==> src/hdl/dlsp_pkg.sv <==
// Purpose: constants and types for the drive limit-set and protection block
// Assumes: 20 MHz mclk, APB register access with 32-bit data
// Notes: register offsets are byte addresses of aligned words
// Summary of operation
// - selections 0 and 3 keep the external regeneration circuit off.
// - selection 1 uses external resistor; alarm 18 when load exceeds 10 percent.
// - selection 2 uses external resistor and never raises the overload alarm.
// - first overspeed level 0 to 6000 r/min, default 0, used only when switching.
// - first torque limit active: speed above first level gives overspeed error.
// - switching disabled: first overspeed level and second set are ignored.
// - second torque limit 0 to 500 percent, default 100, used when set two applies.
// - second overflow level 1 to 32767 times 256 pulses, default 100.
// - second torque limit active: speed above second level gives overspeed error.
// - first overflow threshold is the programmed level times 256 pulses.
package dlsp_pkg;
	localparam logic [7:0] OFS_REGEN_SEL  = 8'h00;
	localparam logic [7:0] OFS_LIMIT_SW   = 8'h04;
	localparam logic [7:0] OFS_TQ1        = 8'h08;
	localparam logic [7:0] OFS_OVF1       = 8'h0C;
	localparam logic [7:0] OFS_OSP1       = 8'h10;
	localparam logic [7:0] OFS_TQ2        = 8'h14;
	localparam logic [7:0] OFS_OVF2       = 8'h18;
	localparam logic [7:0] OFS_OSP2       = 8'h1C;
	localparam logic [7:0] OFS_IRQ_STAT   = 8'h20;
	localparam logic [7:0] OFS_IRQ_MASK   = 8'h24;
	localparam logic [7:0] OFS_LIVE       = 8'h28;

	localparam logic [1:0]  RST_REGEN_SEL = 2'h0;
	localparam logic [15:0] RST_TQ1       = 16'h0064;
	localparam logic [15:0] RST_OVF1      = 16'h0064;
	localparam logic [15:0] RST_OSP1      = 16'h0000;
	localparam logic [15:0] RST_TQ2       = 16'h0064;
	localparam logic [15:0] RST_OVF2      = 16'h0064;
	localparam logic [15:0] RST_OSP2      = 16'h0000;

	localparam logic [15:0] MAX_SPEED     = 16'h1770;
	localparam logic [15:0] MAX_TORQUE    = 16'h01F4;
	localparam logic [15:0] MAX_OVF       = 16'h7FFF;
	localparam logic [15:0] MIN_OVF2      = 16'h0001;
	localparam logic [7:0]  REGEN_LIMIT   = 8'h0A;
	localparam logic [7:0]  ALARM_REGEN   = 8'h12;
	localparam int          OVF_SHIFT     = 8;

	localparam int IRQ_REGEN = 0;
	localparam int IRQ_OSPD  = 1;
	localparam int IRQ_OVF   = 2;
	localparam int IRQ_W     = 3;

	typedef enum logic [1:0] {
		REGEN_CAP_A,
		REGEN_EXT_ALARM,
		REGEN_EXT_NOALARM,
		REGEN_CAP_B
	} dlsp_regen_t;

	typedef struct packed {
		logic [15:0] torque_pct;
		logic [15:0] ovf_level;
		logic [15:0] ospd_level;
	} dlsp_set_t;

	typedef struct packed {
		logic        psel;
		logic        penable;
		logic        pwrite;
		logic [7:0]  paddr;
		logic [31:0] pwdata;
	} dlsp_apb_req_t;

	function automatic logic [15:0] dlsp_clamp(input logic [15:0] v,
		input logic [15:0] lo, input logic [15:0] hi);
		if (v > hi)
			return hi;
		else if (v < lo)
			return lo;
		return v;
	endfunction

	function automatic logic [31:0] dlsp_ovf_pulses(input logic [15:0] lvl);
		return {8'h00, lvl, 8'h00};
	endfunction
endpackage

==> src/hdl/dlsp_limit_protect.sv <==
// Purpose: regeneration handling, limit-set switching and protection alarms
// Assumes: APB slave, one wait-free access phase; inputs synchronous to mclk
// Notes: writes are clamped into each parameter's legal range
//
// Added by the designer: the register offsets and the APB interface to the registers.
`timescale 1ns/1ps
module dlsp_limit_protect
	import dlsp_pkg::*;
(
	// clock and reset
	input  wire logic        mclk,
	input  wire logic        rstn,
	// apb slave
	input  wire logic        psel,
	input  wire logic        penable,
	input  wire logic        pwrite,
	input  wire logic [7:0]  paddr,
	input  wire logic [31:0] pwdata,
	output logic [31:0]      prdata,
	output logic             pready,
	output logic             pslverr,
	// drive measurements
	input  wire logic [15:0] speed_rpm,
	input  wire logic [31:0] deviation,
	input  wire logic [7:0]  regen_load_pct,
	input  wire logic        second_torque_sel,
	// drive controls and alarms
	output logic             regen_ext_en,
	output logic             regen_alarm,
	output logic [7:0]       alarm_code,
	output logic [15:0]      torque_limit,
	output logic [31:0]      ovf_threshold,
	output logic             overspeed_err,
	output logic             overflow_err,
	output logic             second_set_active,
	output logic             irq
);
	dlsp_apb_req_t   req;
	dlsp_regen_t     regen_resistor_select;
	logic            limit_switch_select;
	logic [15:0]     first_torque_limit;
	logic [15:0]     first_deviation_overflow_level;
	logic [15:0]     first_overspeed_level;
	logic [15:0]     second_torque_limit;
	logic [15:0]     second_deviation_overflow_level;
	logic [15:0]     second_overspeed_level;
	logic [IRQ_W-1:0] irq_status;
	logic [IRQ_W-1:0] irq_mask;
	logic [IRQ_W-1:0] irq_event;
	logic [IRQ_W-1:0] irq_clear;
	logic            wr_en;
	logic            rd_setup;
	logic            addr_ok;
	logic [31:0]     next_rdata;
	logic [15:0]     wv;
	logic            regen_over;
	dlsp_set_t       set_one;
	dlsp_set_t       set_two;
	dlsp_set_t       active_set;

	assign req = '{psel: psel, penable: penable, pwrite: pwrite,
		paddr: paddr, pwdata: pwdata};
	assign wv  = req.pwdata[15:0];

	// address decode; anything outside the map answers with an error
	always_comb begin
		case (req.paddr)
			OFS_REGEN_SEL, OFS_LIMIT_SW, OFS_TQ1, OFS_OVF1,
			OFS_OSP1, OFS_TQ2, OFS_OVF2, OFS_OSP2,
			OFS_IRQ_STAT, OFS_IRQ_MASK, OFS_LIVE:
				addr_ok = 1'b1;
			default:
				addr_ok = 1'b0;
		endcase
	end

	// read data is captured in the setup cycle so it can come from a flop
	assign pready   = req.psel & req.penable;
	assign pslverr  = pready & ~addr_ok;
	assign wr_en    = pready & req.pwrite & addr_ok;
	assign rd_setup = req.psel & ~req.penable & ~req.pwrite;

	always_comb begin
		next_rdata = 32'h0000_0000;
		case (req.paddr)
			OFS_REGEN_SEL: next_rdata[1:0]  = regen_resistor_select;
			OFS_LIMIT_SW:  next_rdata[0]    = limit_switch_select;
			OFS_TQ1:       next_rdata[15:0] = first_torque_limit;
			OFS_OVF1:      next_rdata[15:0] = first_deviation_overflow_level;
			OFS_OSP1:      next_rdata[15:0] = first_overspeed_level;
			OFS_TQ2:       next_rdata[15:0] = second_torque_limit;
			OFS_OVF2:      next_rdata[15:0] = second_deviation_overflow_level;
			OFS_OSP2:      next_rdata[15:0] = second_overspeed_level;
			OFS_IRQ_STAT:  next_rdata[IRQ_W-1:0] = irq_status;
			OFS_IRQ_MASK:  next_rdata[IRQ_W-1:0] = irq_mask;
			OFS_LIVE:      next_rdata[5:0] = {second_set_active, regen_ext_en,
				regen_alarm, overflow_err, overspeed_err, irq};
			default:       next_rdata = 32'h0000_0000;
		endcase
	end

	always_ff @(posedge mclk or negedge rstn) begin
		if (!rstn)
			prdata <= 32'h0000_0000;
		else if (rd_setup)
			prdata <= next_rdata;
	end

	// mode and switching registers
	always_ff @(posedge mclk or negedge rstn) begin
		if (!rstn) begin
			regen_resistor_select <= dlsp_regen_t'(RST_REGEN_SEL);
			limit_switch_select   <= 1'b0;
		end else if (wr_en) begin
			if (req.paddr == OFS_REGEN_SEL)
				regen_resistor_select <= dlsp_regen_t'(req.pwdata[1:0]);
			if (req.paddr == OFS_LIMIT_SW)
				limit_switch_select <= req.pwdata[0];
		end
	end

	// first limit set
	always_ff @(posedge mclk or negedge rstn) begin
		if (!rstn) begin
			first_torque_limit             <= RST_TQ1;
			first_deviation_overflow_level <= RST_OVF1;
			first_overspeed_level          <= RST_OSP1;
		end else if (wr_en) begin
			case (req.paddr)
				OFS_TQ1:  first_torque_limit <= dlsp_clamp(wv, 16'h0000, MAX_TORQUE);
				OFS_OVF1: first_deviation_overflow_level <= dlsp_clamp(wv, 16'h0000,
					MAX_OVF);
				OFS_OSP1: first_overspeed_level <= dlsp_clamp(wv, 16'h0000,
					MAX_SPEED);
				default: ;
			endcase
		end
	end

	// second limit set; the overflow level never drops below one unit
	always_ff @(posedge mclk or negedge rstn) begin
		if (!rstn) begin
			second_torque_limit             <= RST_TQ2;
			second_deviation_overflow_level <= RST_OVF2;
			second_overspeed_level          <= RST_OSP2;
		end else if (wr_en) begin
			case (req.paddr)
				OFS_TQ2:  second_torque_limit <= dlsp_clamp(wv, 16'h0000,
					MAX_TORQUE);
				OFS_OVF2: second_deviation_overflow_level <= dlsp_clamp(wv, MIN_OVF2,
					MAX_OVF);
				OFS_OSP2: second_overspeed_level <= dlsp_clamp(wv, 16'h0000,
					MAX_SPEED);
				default: ;
			endcase
		end
	end

	assign set_one = '{torque_pct: first_torque_limit,
		ospd_level: first_overspeed_level,
		ovf_level: first_deviation_overflow_level};
	assign set_two = '{torque_pct: second_torque_limit,
		ospd_level: second_overspeed_level,
		ovf_level: second_deviation_overflow_level};

	dlsp_set_check u_check (
		.mclk       (mclk),
		.rstn       (rstn),
		.set_one    (set_one),
		.set_two    (set_two),
		.switch_en  (limit_switch_select),
		.second_sel (second_torque_sel),
		.speed_rpm  (speed_rpm),
		.deviation  (deviation),
		.active_set (active_set),
		.ovf_pulses (ovf_threshold),
		.use_second (second_set_active),
		.overspeed  (overspeed_err),
		.overflow   (overflow_err)
	);

	assign torque_limit = active_set.torque_pct;

	// regeneration: only modes 1 and 2 engage the external resistor
	always_comb begin
		case (regen_resistor_select)
			REGEN_EXT_ALARM:   regen_over = regen_load_pct > REGEN_LIMIT;
			REGEN_EXT_NOALARM: regen_over = 1'b0;
			default:           regen_over = 1'b0;
		endcase
	end

	always_ff @(posedge mclk or negedge rstn) begin
		if (!rstn) begin
			regen_ext_en <= 1'b0;
			regen_alarm  <= 1'b0;
			alarm_code   <= 8'h00;
		end else begin
			regen_ext_en <= (regen_resistor_select == REGEN_EXT_ALARM) |
				(regen_resistor_select == REGEN_EXT_NOALARM);
			regen_alarm  <= regen_over;
			alarm_code   <= regen_over ? ALARM_REGEN : 8'h00;
		end
	end

	// sticky status; a new event in the clearing cycle keeps the bit set
	assign irq_event[IRQ_REGEN] = regen_alarm;
	assign irq_event[IRQ_OSPD]  = overspeed_err;
	assign irq_event[IRQ_OVF]   = overflow_err;
	assign irq_clear = (wr_en && req.paddr == OFS_IRQ_STAT) ?
		req.pwdata[IRQ_W-1:0] : '0;

	always_ff @(posedge mclk or negedge rstn) begin
		if (!rstn)
			irq_status <= '0;
		else
			irq_status <= (irq_status & ~irq_clear) | irq_event;
	end

	always_ff @(posedge mclk or negedge rstn) begin
		if (!rstn)
			irq_mask <= '0;
		else if (wr_en && req.paddr == OFS_IRQ_MASK)
			irq_mask <= req.pwdata[IRQ_W-1:0];
	end

	always_ff @(posedge mclk or negedge rstn) begin
		if (!rstn)
			irq <= 1'b0;
		else
			irq <= |(irq_status & irq_mask);
	end
endmodule

==> src/hdl/dlsp_set_check.sv <==
// Purpose: pick the active limit set and compare speed and deviation to it
// Assumes: speed and deviation are magnitudes, synchronous to mclk
// Notes: outputs are registered, one cycle behind the inputs
`timescale 1ns/1ps
module dlsp_set_check
	import dlsp_pkg::*;
(
	// clock and reset
	input  wire logic        mclk,
	input  wire logic        rstn,
	// limit sets and selection
	input  wire dlsp_set_t   set_one,
	input  wire dlsp_set_t   set_two,
	input  wire logic        switch_en,
	input  wire logic        second_sel,
	// measurements
	input  wire logic [15:0] speed_rpm,
	input  wire logic [31:0] deviation,
	// results
	output dlsp_set_t        active_set,
	output logic [31:0]      ovf_pulses,
	output logic             use_second,
	output logic             overspeed,
	output logic             overflow
);
	logic      pick_two;
	dlsp_set_t pick;

	// one selection drives the whole set so limits never mix
	assign pick_two = switch_en & second_sel;
	assign pick     = pick_two ? set_two : set_one;

	always_ff @(posedge mclk or negedge rstn) begin
		if (!rstn) begin
			active_set <= '0;
			ovf_pulses <= '0;
			use_second <= 1'b0;
		end else begin
			active_set <= pick;
			ovf_pulses <= dlsp_ovf_pulses(pick.ovf_level);
			use_second <= pick_two;
		end
	end

	// overspeed check exists only with switching on; off, both levels are ignored
	always_ff @(posedge mclk or negedge rstn) begin
		if (!rstn)
			overspeed <= 1'b0;
		else
			overspeed <= switch_en & (speed_rpm > pick.ospd_level);
	end

	always_ff @(posedge mclk or negedge rstn) begin
		if (!rstn)
			overflow <= 1'b0;
		else
			overflow <= deviation > dlsp_ovf_pulses(pick.ovf_level);
	end
endmodule

==> config.mk <==
export PLATFORM = sky130hd
export DESIGN_NAME = dlsp_limit_protect
export DESIGN_NICKNAME = d
export VERILOG_FILES = /design/src/hdl/dlsp_pkg.sv /design/src/hdl/dlsp_limit_protect.sv /design/src/hdl/dlsp_set_check.sv
export SDC_FILE = /design/constraint.sdc
export NUM_CORES = 1
export LEC_CHECK = 0
export BUFFER_PORTS_ARGS = -buffer_cell sky130_fd_sc_hd__clkbuf_2
export CELL_PAD_IN_SITES_DETAIL_PLACEMENT = 0
export CELL_PAD_IN_SITES_GLOBAL_PLACEMENT = 1
export CORE_MARGIN = 1.5
export CORE_UTILIZATION = 44
export DETAILED_ROUTE_END_ITERATION = 8
export PLACE_DENSITY_LB_ADDON = 0.1
export REMOVE_ABC_BUFFERS = 1
export SLEW_MARGIN = 20
export SYNTH_ARGS = -nofsm -noshare
export SYNTH_HDL_FRONTEND = slang
export SYNTH_SLANG_ARGS = --single-unit
==> constraint.sdc <==
create_clock -name mclk -period 7.2 [get_ports mclk]
set_input_delay 0.72 -clock mclk [delete_from_list [all_inputs] [get_ports mclk]]
set_output_delay 0.72 -clock mclk [all_outputs]
set_load 0.01 [all_outputs]
# Yosys cells after proc, flatten, opt, wreduce, memory -nomap -nowiden
# Index checks and enable logic that the tools add are counted.
[totals]
regBits = 164
inputBits = 102
word_cells = 109
[op_classes]
order_cmp = 8
eq_ne = 12
muxes = 40
n_bitwise = 16
n_reduce_logical = 13
[op_table]
columns = ["operator", "n"]
rows = [
  ["2-to-1 mux 16 bit", 12],
  ["case mux 10 bit (6 select lines)", 1],
  ["2-to-1 mux 48 bit", 1],
  ["equality test 8 x 5 -> 1 bit, second input constant", 4],
  ["> comparator 32 x 24 -> 1 bit", 1],
  ["less-than comparator 16 x 1 -> 1 bit, second input constant", 2],
  ["equality test 8 x 6 -> 1 bit, second input constant", 3],
  ["case mux 3 bit (7 select lines)", 1],
  ["2-to-1 mux 1 bit", 20],
  ["equality test 8 x 4 -> 1 bit, second input constant", 2],
  ["> comparator 16 x 13 -> 1 bit, second input constant", 1],
  ["> comparator 16 x 15 -> 1 bit, second input constant", 1],
  ["> comparator 16 bit", 1],
  ["> comparator 16 x 9 -> 1 bit, second input constant", 1],
  ["AND reduction 2 bit", 8],
  ["case mux 1 bit (11 select lines)", 1],
  ["OR reduction 11 bit", 1],
  ["case mux 1 bit (10 select lines)", 1],
  ["case mux 1 bit (9 select lines)", 1],
  ["bitwise AND 1 bit", 8],
  ["equality test 8 x 3 -> 1 bit, second input constant", 1],
  ["> comparator 8 x 4 -> 1 bit, second input constant", 1],
  ["logical NOT 8 bit", 1],
  ["bitwise AND 3 bit", 2],
  ["other kinds (10)", 13],
]

# Logic depth before layout (Yosys ltp)
[logic_depth]
depth_word = 9
mapped_depth = 10
depth_no_buf = 9

# By module
# A second synthesis with hierarchy kept.
[hier_totals]
cells_unflattened = 889
area_unflattened_um2 = 8984.9
[by_module_without_submodules]
columns = ["mod", "instances", "cells_per_inst", "area_each_um2", "seq_area_each_um2"]
rows = [
  ["dlsp_limit_protect", 1, 632, 6073.3, 3118.0],
  ["dlsp_set_check", 1, 257, 2911.5, 1276.2],
]

# Least setup slack after synthesis
# No wires, ideal clock.
[synth_path]
kind = "input -> register"
from = "in second_torque_sel"
to = "reg u_check.overspeed"
setup_time_ns = 0.123
arrival_ns = 2.934
required_ns = 7.077
slack_ns = 4.143
cell_stages = 10
path_buffers = 2
cell_sequence = "nand2_1 -> clkbuf_1 -> buf_2 -> mux2i_1 -> ha_1 -> and2_0 -> a221o_1 -> a221oi_1 -> o21ai_0 -> o221a_2"
[synth_between]
elab_chain_len = 4
[synth_rtl]
columns = ["element", "line", "rtl"]
rows = [
  ["from (decl)", "dlsp_limit_protect.sv:26", "input wire logic second_torque_sel,"],
  ["bitwise AND 1 bit", "dlsp_set_check.sv:30", "assign pick_two = switch_en & second_sel;"],
  ["2-to-1 mux 48 bit", "dlsp_set_check.sv:31", "assign pick = pick_two ? set_two : set_one;"],
  ["> comparator 16 bit", "dlsp_set_check.sv:50", "overspeed <= switch_en & (speed_rpm > pick.ospd_level);"],
  ["bitwise AND 1 bit", "dlsp_set_check.sv:50", ""],
  ["to (signal assigned)", "dlsp_set_check.sv:50", ""],
  ["to (decl)", "dlsp_set_check.sv:23", "output logic overspeed,"],
]
# Every way passes these cells.
# A chain may end at the register's enable or synchronous reset.

# Final worst setup path
[layout_path]
from = "reg limit_switch_select"
to = "reg u_check.overflow"
[layout_between]
elab_chain_len = 3
[layout_rtl]
columns = ["element", "line", "rtl"]
rows = [
  ["from (decl)", "dlsp_limit_protect.sv:40", "logic limit_switch_select;"],
  ["from (signal assigned)", "dlsp_limit_protect.sv:118", "limit_switch_select <= req.pwdata[0];"],
  ["bitwise AND 1 bit", "dlsp_set_check.sv:30", ""],
  ["2-to-1 mux 48 bit", "dlsp_set_check.sv:31", ""],
  ["> comparator 32 x 24 -> 1 bit", "dlsp_set_check.sv:57", "overflow <= deviation > dlsp_ovf_pulses(pick.ovf_level);"],
  ["to (signal assigned)", "dlsp_set_check.sv:57", ""],
  ["to (decl)", "dlsp_set_check.sv:24", "output logic overflow"],
]
# Every way passes these cells.

==> impl_metrics.json <==
{
  "drc": 0,
  "wirelength_um": 23660,
  "num_antenna_cells": 0,
  "ys_ff_latch": 159,
  "numCtsBuffers": 17,
  "r2r_cells": 9,
  "skew_ns": 0.01027,
  "top_layer": "met4",
  "stdcell_count": 1165,
  "fmax_mhz": 273.4,
  "setup_tns_ns": 0,
  "cts_tree": "built",
  "ys_top_cells_by_area": "dfrtp_1 45%, ha_1 5.1%, mux2_2 4.4%, nand2_1 4.1%, buf_4 4.0%",
  "die_w_um": 138.8,
  "yosysTopAreaCellShare_pct": 45.33,
  "io_buffer_count": 143,
  "dpl.hpwl_um": 16770,
  "yosys_warnings": 0,
  "cts_setup_buffers": 0,
  "ir_drop_uv": 159.9,
  "status": "complete, no violations",
  "synth_edf_count": 0,
  "rr_endpoint": "u_check.overflow",
  "layout.nets": 1058,
  "fin_crit_ns": 3.658,
  "seq_area_um2": 3994,
  "cp_data_arrival_time_ns": 3.95,
  "reg2reg_slack_ns": 3.54,
  "place.gp.congestion": 0.8559,
  "coreArea_um2": 18020,
  "routed-wl-met3_um": 1475,
  "drt-initial-drc-count": 439,
  "path_class": "flop to flop",
  "detail-route-antenna-nets": 0,
  "dr_wl_met2_um": 10490,
  "grt_max_degree": 103,
  "maxSlewHeadroom_pct": 34.62,
  "die-area_um2": 19270,
  "hold_buffers": 0,
  "p_clk_share_pct": 46.0,
  "clkSinkCount": 159,
  "endpoint_kind": "flop",
  "cts_resized": 0,
  "drt-wirelength-per-cell_um": 20.31,
  "layout_common_cells": "147 x dfrtp_1, 142 x clkbuf_2, 87 x nand2_1, 47 x nor2_1, 45 x o21ai_0",
  "path_cells": "nand2_2 > buf_4 > mux2i_1 > ha_1 > nand4_1 > or2_2 > or3_1 > mux2_2 > o22a_1",
  "regToRegStartpoint": "limit_switch_select",
  "timing.critical_path.slowest_cell_delay_ns": 0.56,
  "grt_pass1_wl_um": 36730,
  "worstSetupStartpointType": "flop",
  "clock_latency_ns": 0.43,
  "syn_to_final_growth_pct": 16.19,
  "period_share_pct": 50.80,
  "yosys.area.top_type": "dfrtp_1",
  "layout_commonest_cell": "dfrtp_1",
  "finalSetupViolations": 0,
  "utilization_pct": 52.31,
  "dr.pass1.iters": 5,
  "crit_required_ns": 7.50,
  "syn_area_um2": 8115,
  "grt_pass1_vias": 6402,
  "maxCapViolCount": 0,
  "fp-row-count": 49,
  "grt_use_total_pct": 24.72,
  "root_buffer": "clkbuf_16",
  "clockBufferDepth": 2,
  "ys_async_sr_fraction_pct": 100.0,
  "syn_inst": 795,
  "powerDensity_nw_per_um2": 206.5,
  "rsz0062_at_grt": "false",
  "antenna_found_initial": 0,
  "drive_above_1_share_pct": 25.75,
  "max_slew.worst_pin.slew_ns": 0.9807,
  "p_seq_share_pct": 46.7,
  "cts-htree-levels": 4,
  "grt_overflow": 0,
  "clkTransAtPathRegs_ns": 0.06,
  "n_fill_cell": 1682,
  "finalInstanceArea_um2": 9429,
  "p_switching_uw": 471.6,
  "drt-met1-wl_um": 11330,
  "vias": 6548,
  "pwr-share-comb_pct": 7.3,
  "slew_viol_final": 0,
  "dp_cells": 1133,
  "start_util_pct": 45.02,
  "crit_end": "u_check.overflow",
  "p_int_mw": 1.475,
  "synth.distinct_cells": 58,
  "syn_area_per_cell_um2": 10.21,
  "hold_viol": 0,
  "num_io_pins": 198,
  "placed_area_um2": 8847,
  "multi_input_area_um2": 3681,
  "die_h_um": 138.8,
  "crit_path_start": "limit_switch_select",
  "crit_fanout": 28,
  "slowest_stage": "nand2_2",
  "p_sw_share_pct": 24.23,
  "yosysSeqAreaShare_pct": 49.21,
  "hp-class": "input pin to async pin",
  "via_per_inst": 5.621,
  "synthFlopType": "dfrtp_1",
  "leakage_nw": 4.877
}
## how the worst min path moves through the flow
stage / startpoint / endpoint / slack [ns] / cells past startpoint
floorplan: rstn / alarm_code[1] / 0.42 / 0
global placement: prdata[14] / prdata[14] / 0.46 / 1
detailed placement: prdata[14] / prdata[14] / 0.47 / 1
CTS: rstn / first_torque_limit[15] / 0.45 / 1
global route: rstn / second_torque_limit[10] / 0.48 / 1
finish: rstn / first_torque_limit[15] / 0.41 / 1
## cell type report
cell class / count / share of cell area (%)
Timing Repair Buffer: 152 / 8.373
Inverter: 26 / 1.035
Tap cell: 229 / 3.039
Sequential cell: 159 / 42.36
Clock buffer: 21 / 4.777
Multi-Input combinational cell: 567 / 39.04
Clock inverter: 11 / 1.380
## per-stage QoR
stage	setup slack (ns)	hold WS, ns	power [mW]
global placement	3.158	0.4602	1.063
global route	3.385	0.4845	2.016
finish	3.542	0.4090	1.947
floorplan	3.225	0.4244	0.9836
detailed placement	3.180	0.4655	1.067
CTS	3.503	0.4478	1.959
## Yosys cell counts, types with 10 or more instances
cell type / number
dfrtp_1: 147
nand2_1: 88
nor2_1: 47
o21ai_0: 45
buf_4: 43
a22oi_1: 35
a21oi_1: 34
ha_1: 33
mux2_2: 32
mux2i_1: 30
and2_1: 28
inv_1: 26
clkbuf_1: 21
o21ai_1: 21
a21o_1: 19
a31oi_1: 13
buf_2: 13
dfstp_2: 12
nand3_1: 12
nand4_1: 10
nor2b_1: 10
## power groups by stage
stage / registers (mW) / logic (mW) / clock network, mW
after global placement: 0.925 / 0.138 / 0
after CTS: 0.909 / 0.142 / 0.908
final: 0.910 / 0.141 / 0.896
after detailed placement: 0.926 / 0.142 / 0
after global routing: 0.910 / 0.158 / 0.948
after floorplan: 0.926 / 0.0573 / 0
## layer usage
layer | vias to the layer above | GRT usage, %
li1 | 3019 | -
met1 | 3237 | 36.66
met2 | 268 | 37.57
met3 | 24 | 4.109
met4 | 0 | 6.743
met5 | - | 0
## sequential cells by signal (all words and copies together), names as in the netlist, 3 cells and up
| name | cells |
|---|---|
| first_torque_limit | 16 |
| u_check.active_set | 16 |
| second_deviation_overflow_level | 16 |
| second_torque_limit | 16 |
| irq_status | 3 |
| u_check.ovf_pulses | 16 |
| irq_mask | 3 |
| second_overspeed_level | 16 |
| prdata | 16 |
| first_deviation_overflow_level | 16 |
| first_overspeed_level | 16 |
## worst max-delay path: cells and delay by family, from the launching register on
kind | cells | cell delay, ns
flops | 1 | 0.45
mux | 2 | 0.68
fa+ha+maj | 1 | 0.20
simple gates | 4 | 1.38
compound gates | 1 | 0.23
buf+inv | 1 | 0.55
## logic make-up after synthesis
group | after synthesis | synth area share (%)
adder cells (fa/ha/maj) | 33 | 5.088
multiplexers | 62 | 8.141
AO/OA/AOI/OAI | 201 | 15.77
AND/OR/NAND/NOR | 233 | 14.55
buffers and inverters | 106 | 7.185
flip-flops | 159 | 49.21
other | 1 | 0.04621
No activity file was read; power rests on OpenSTA's default activity.
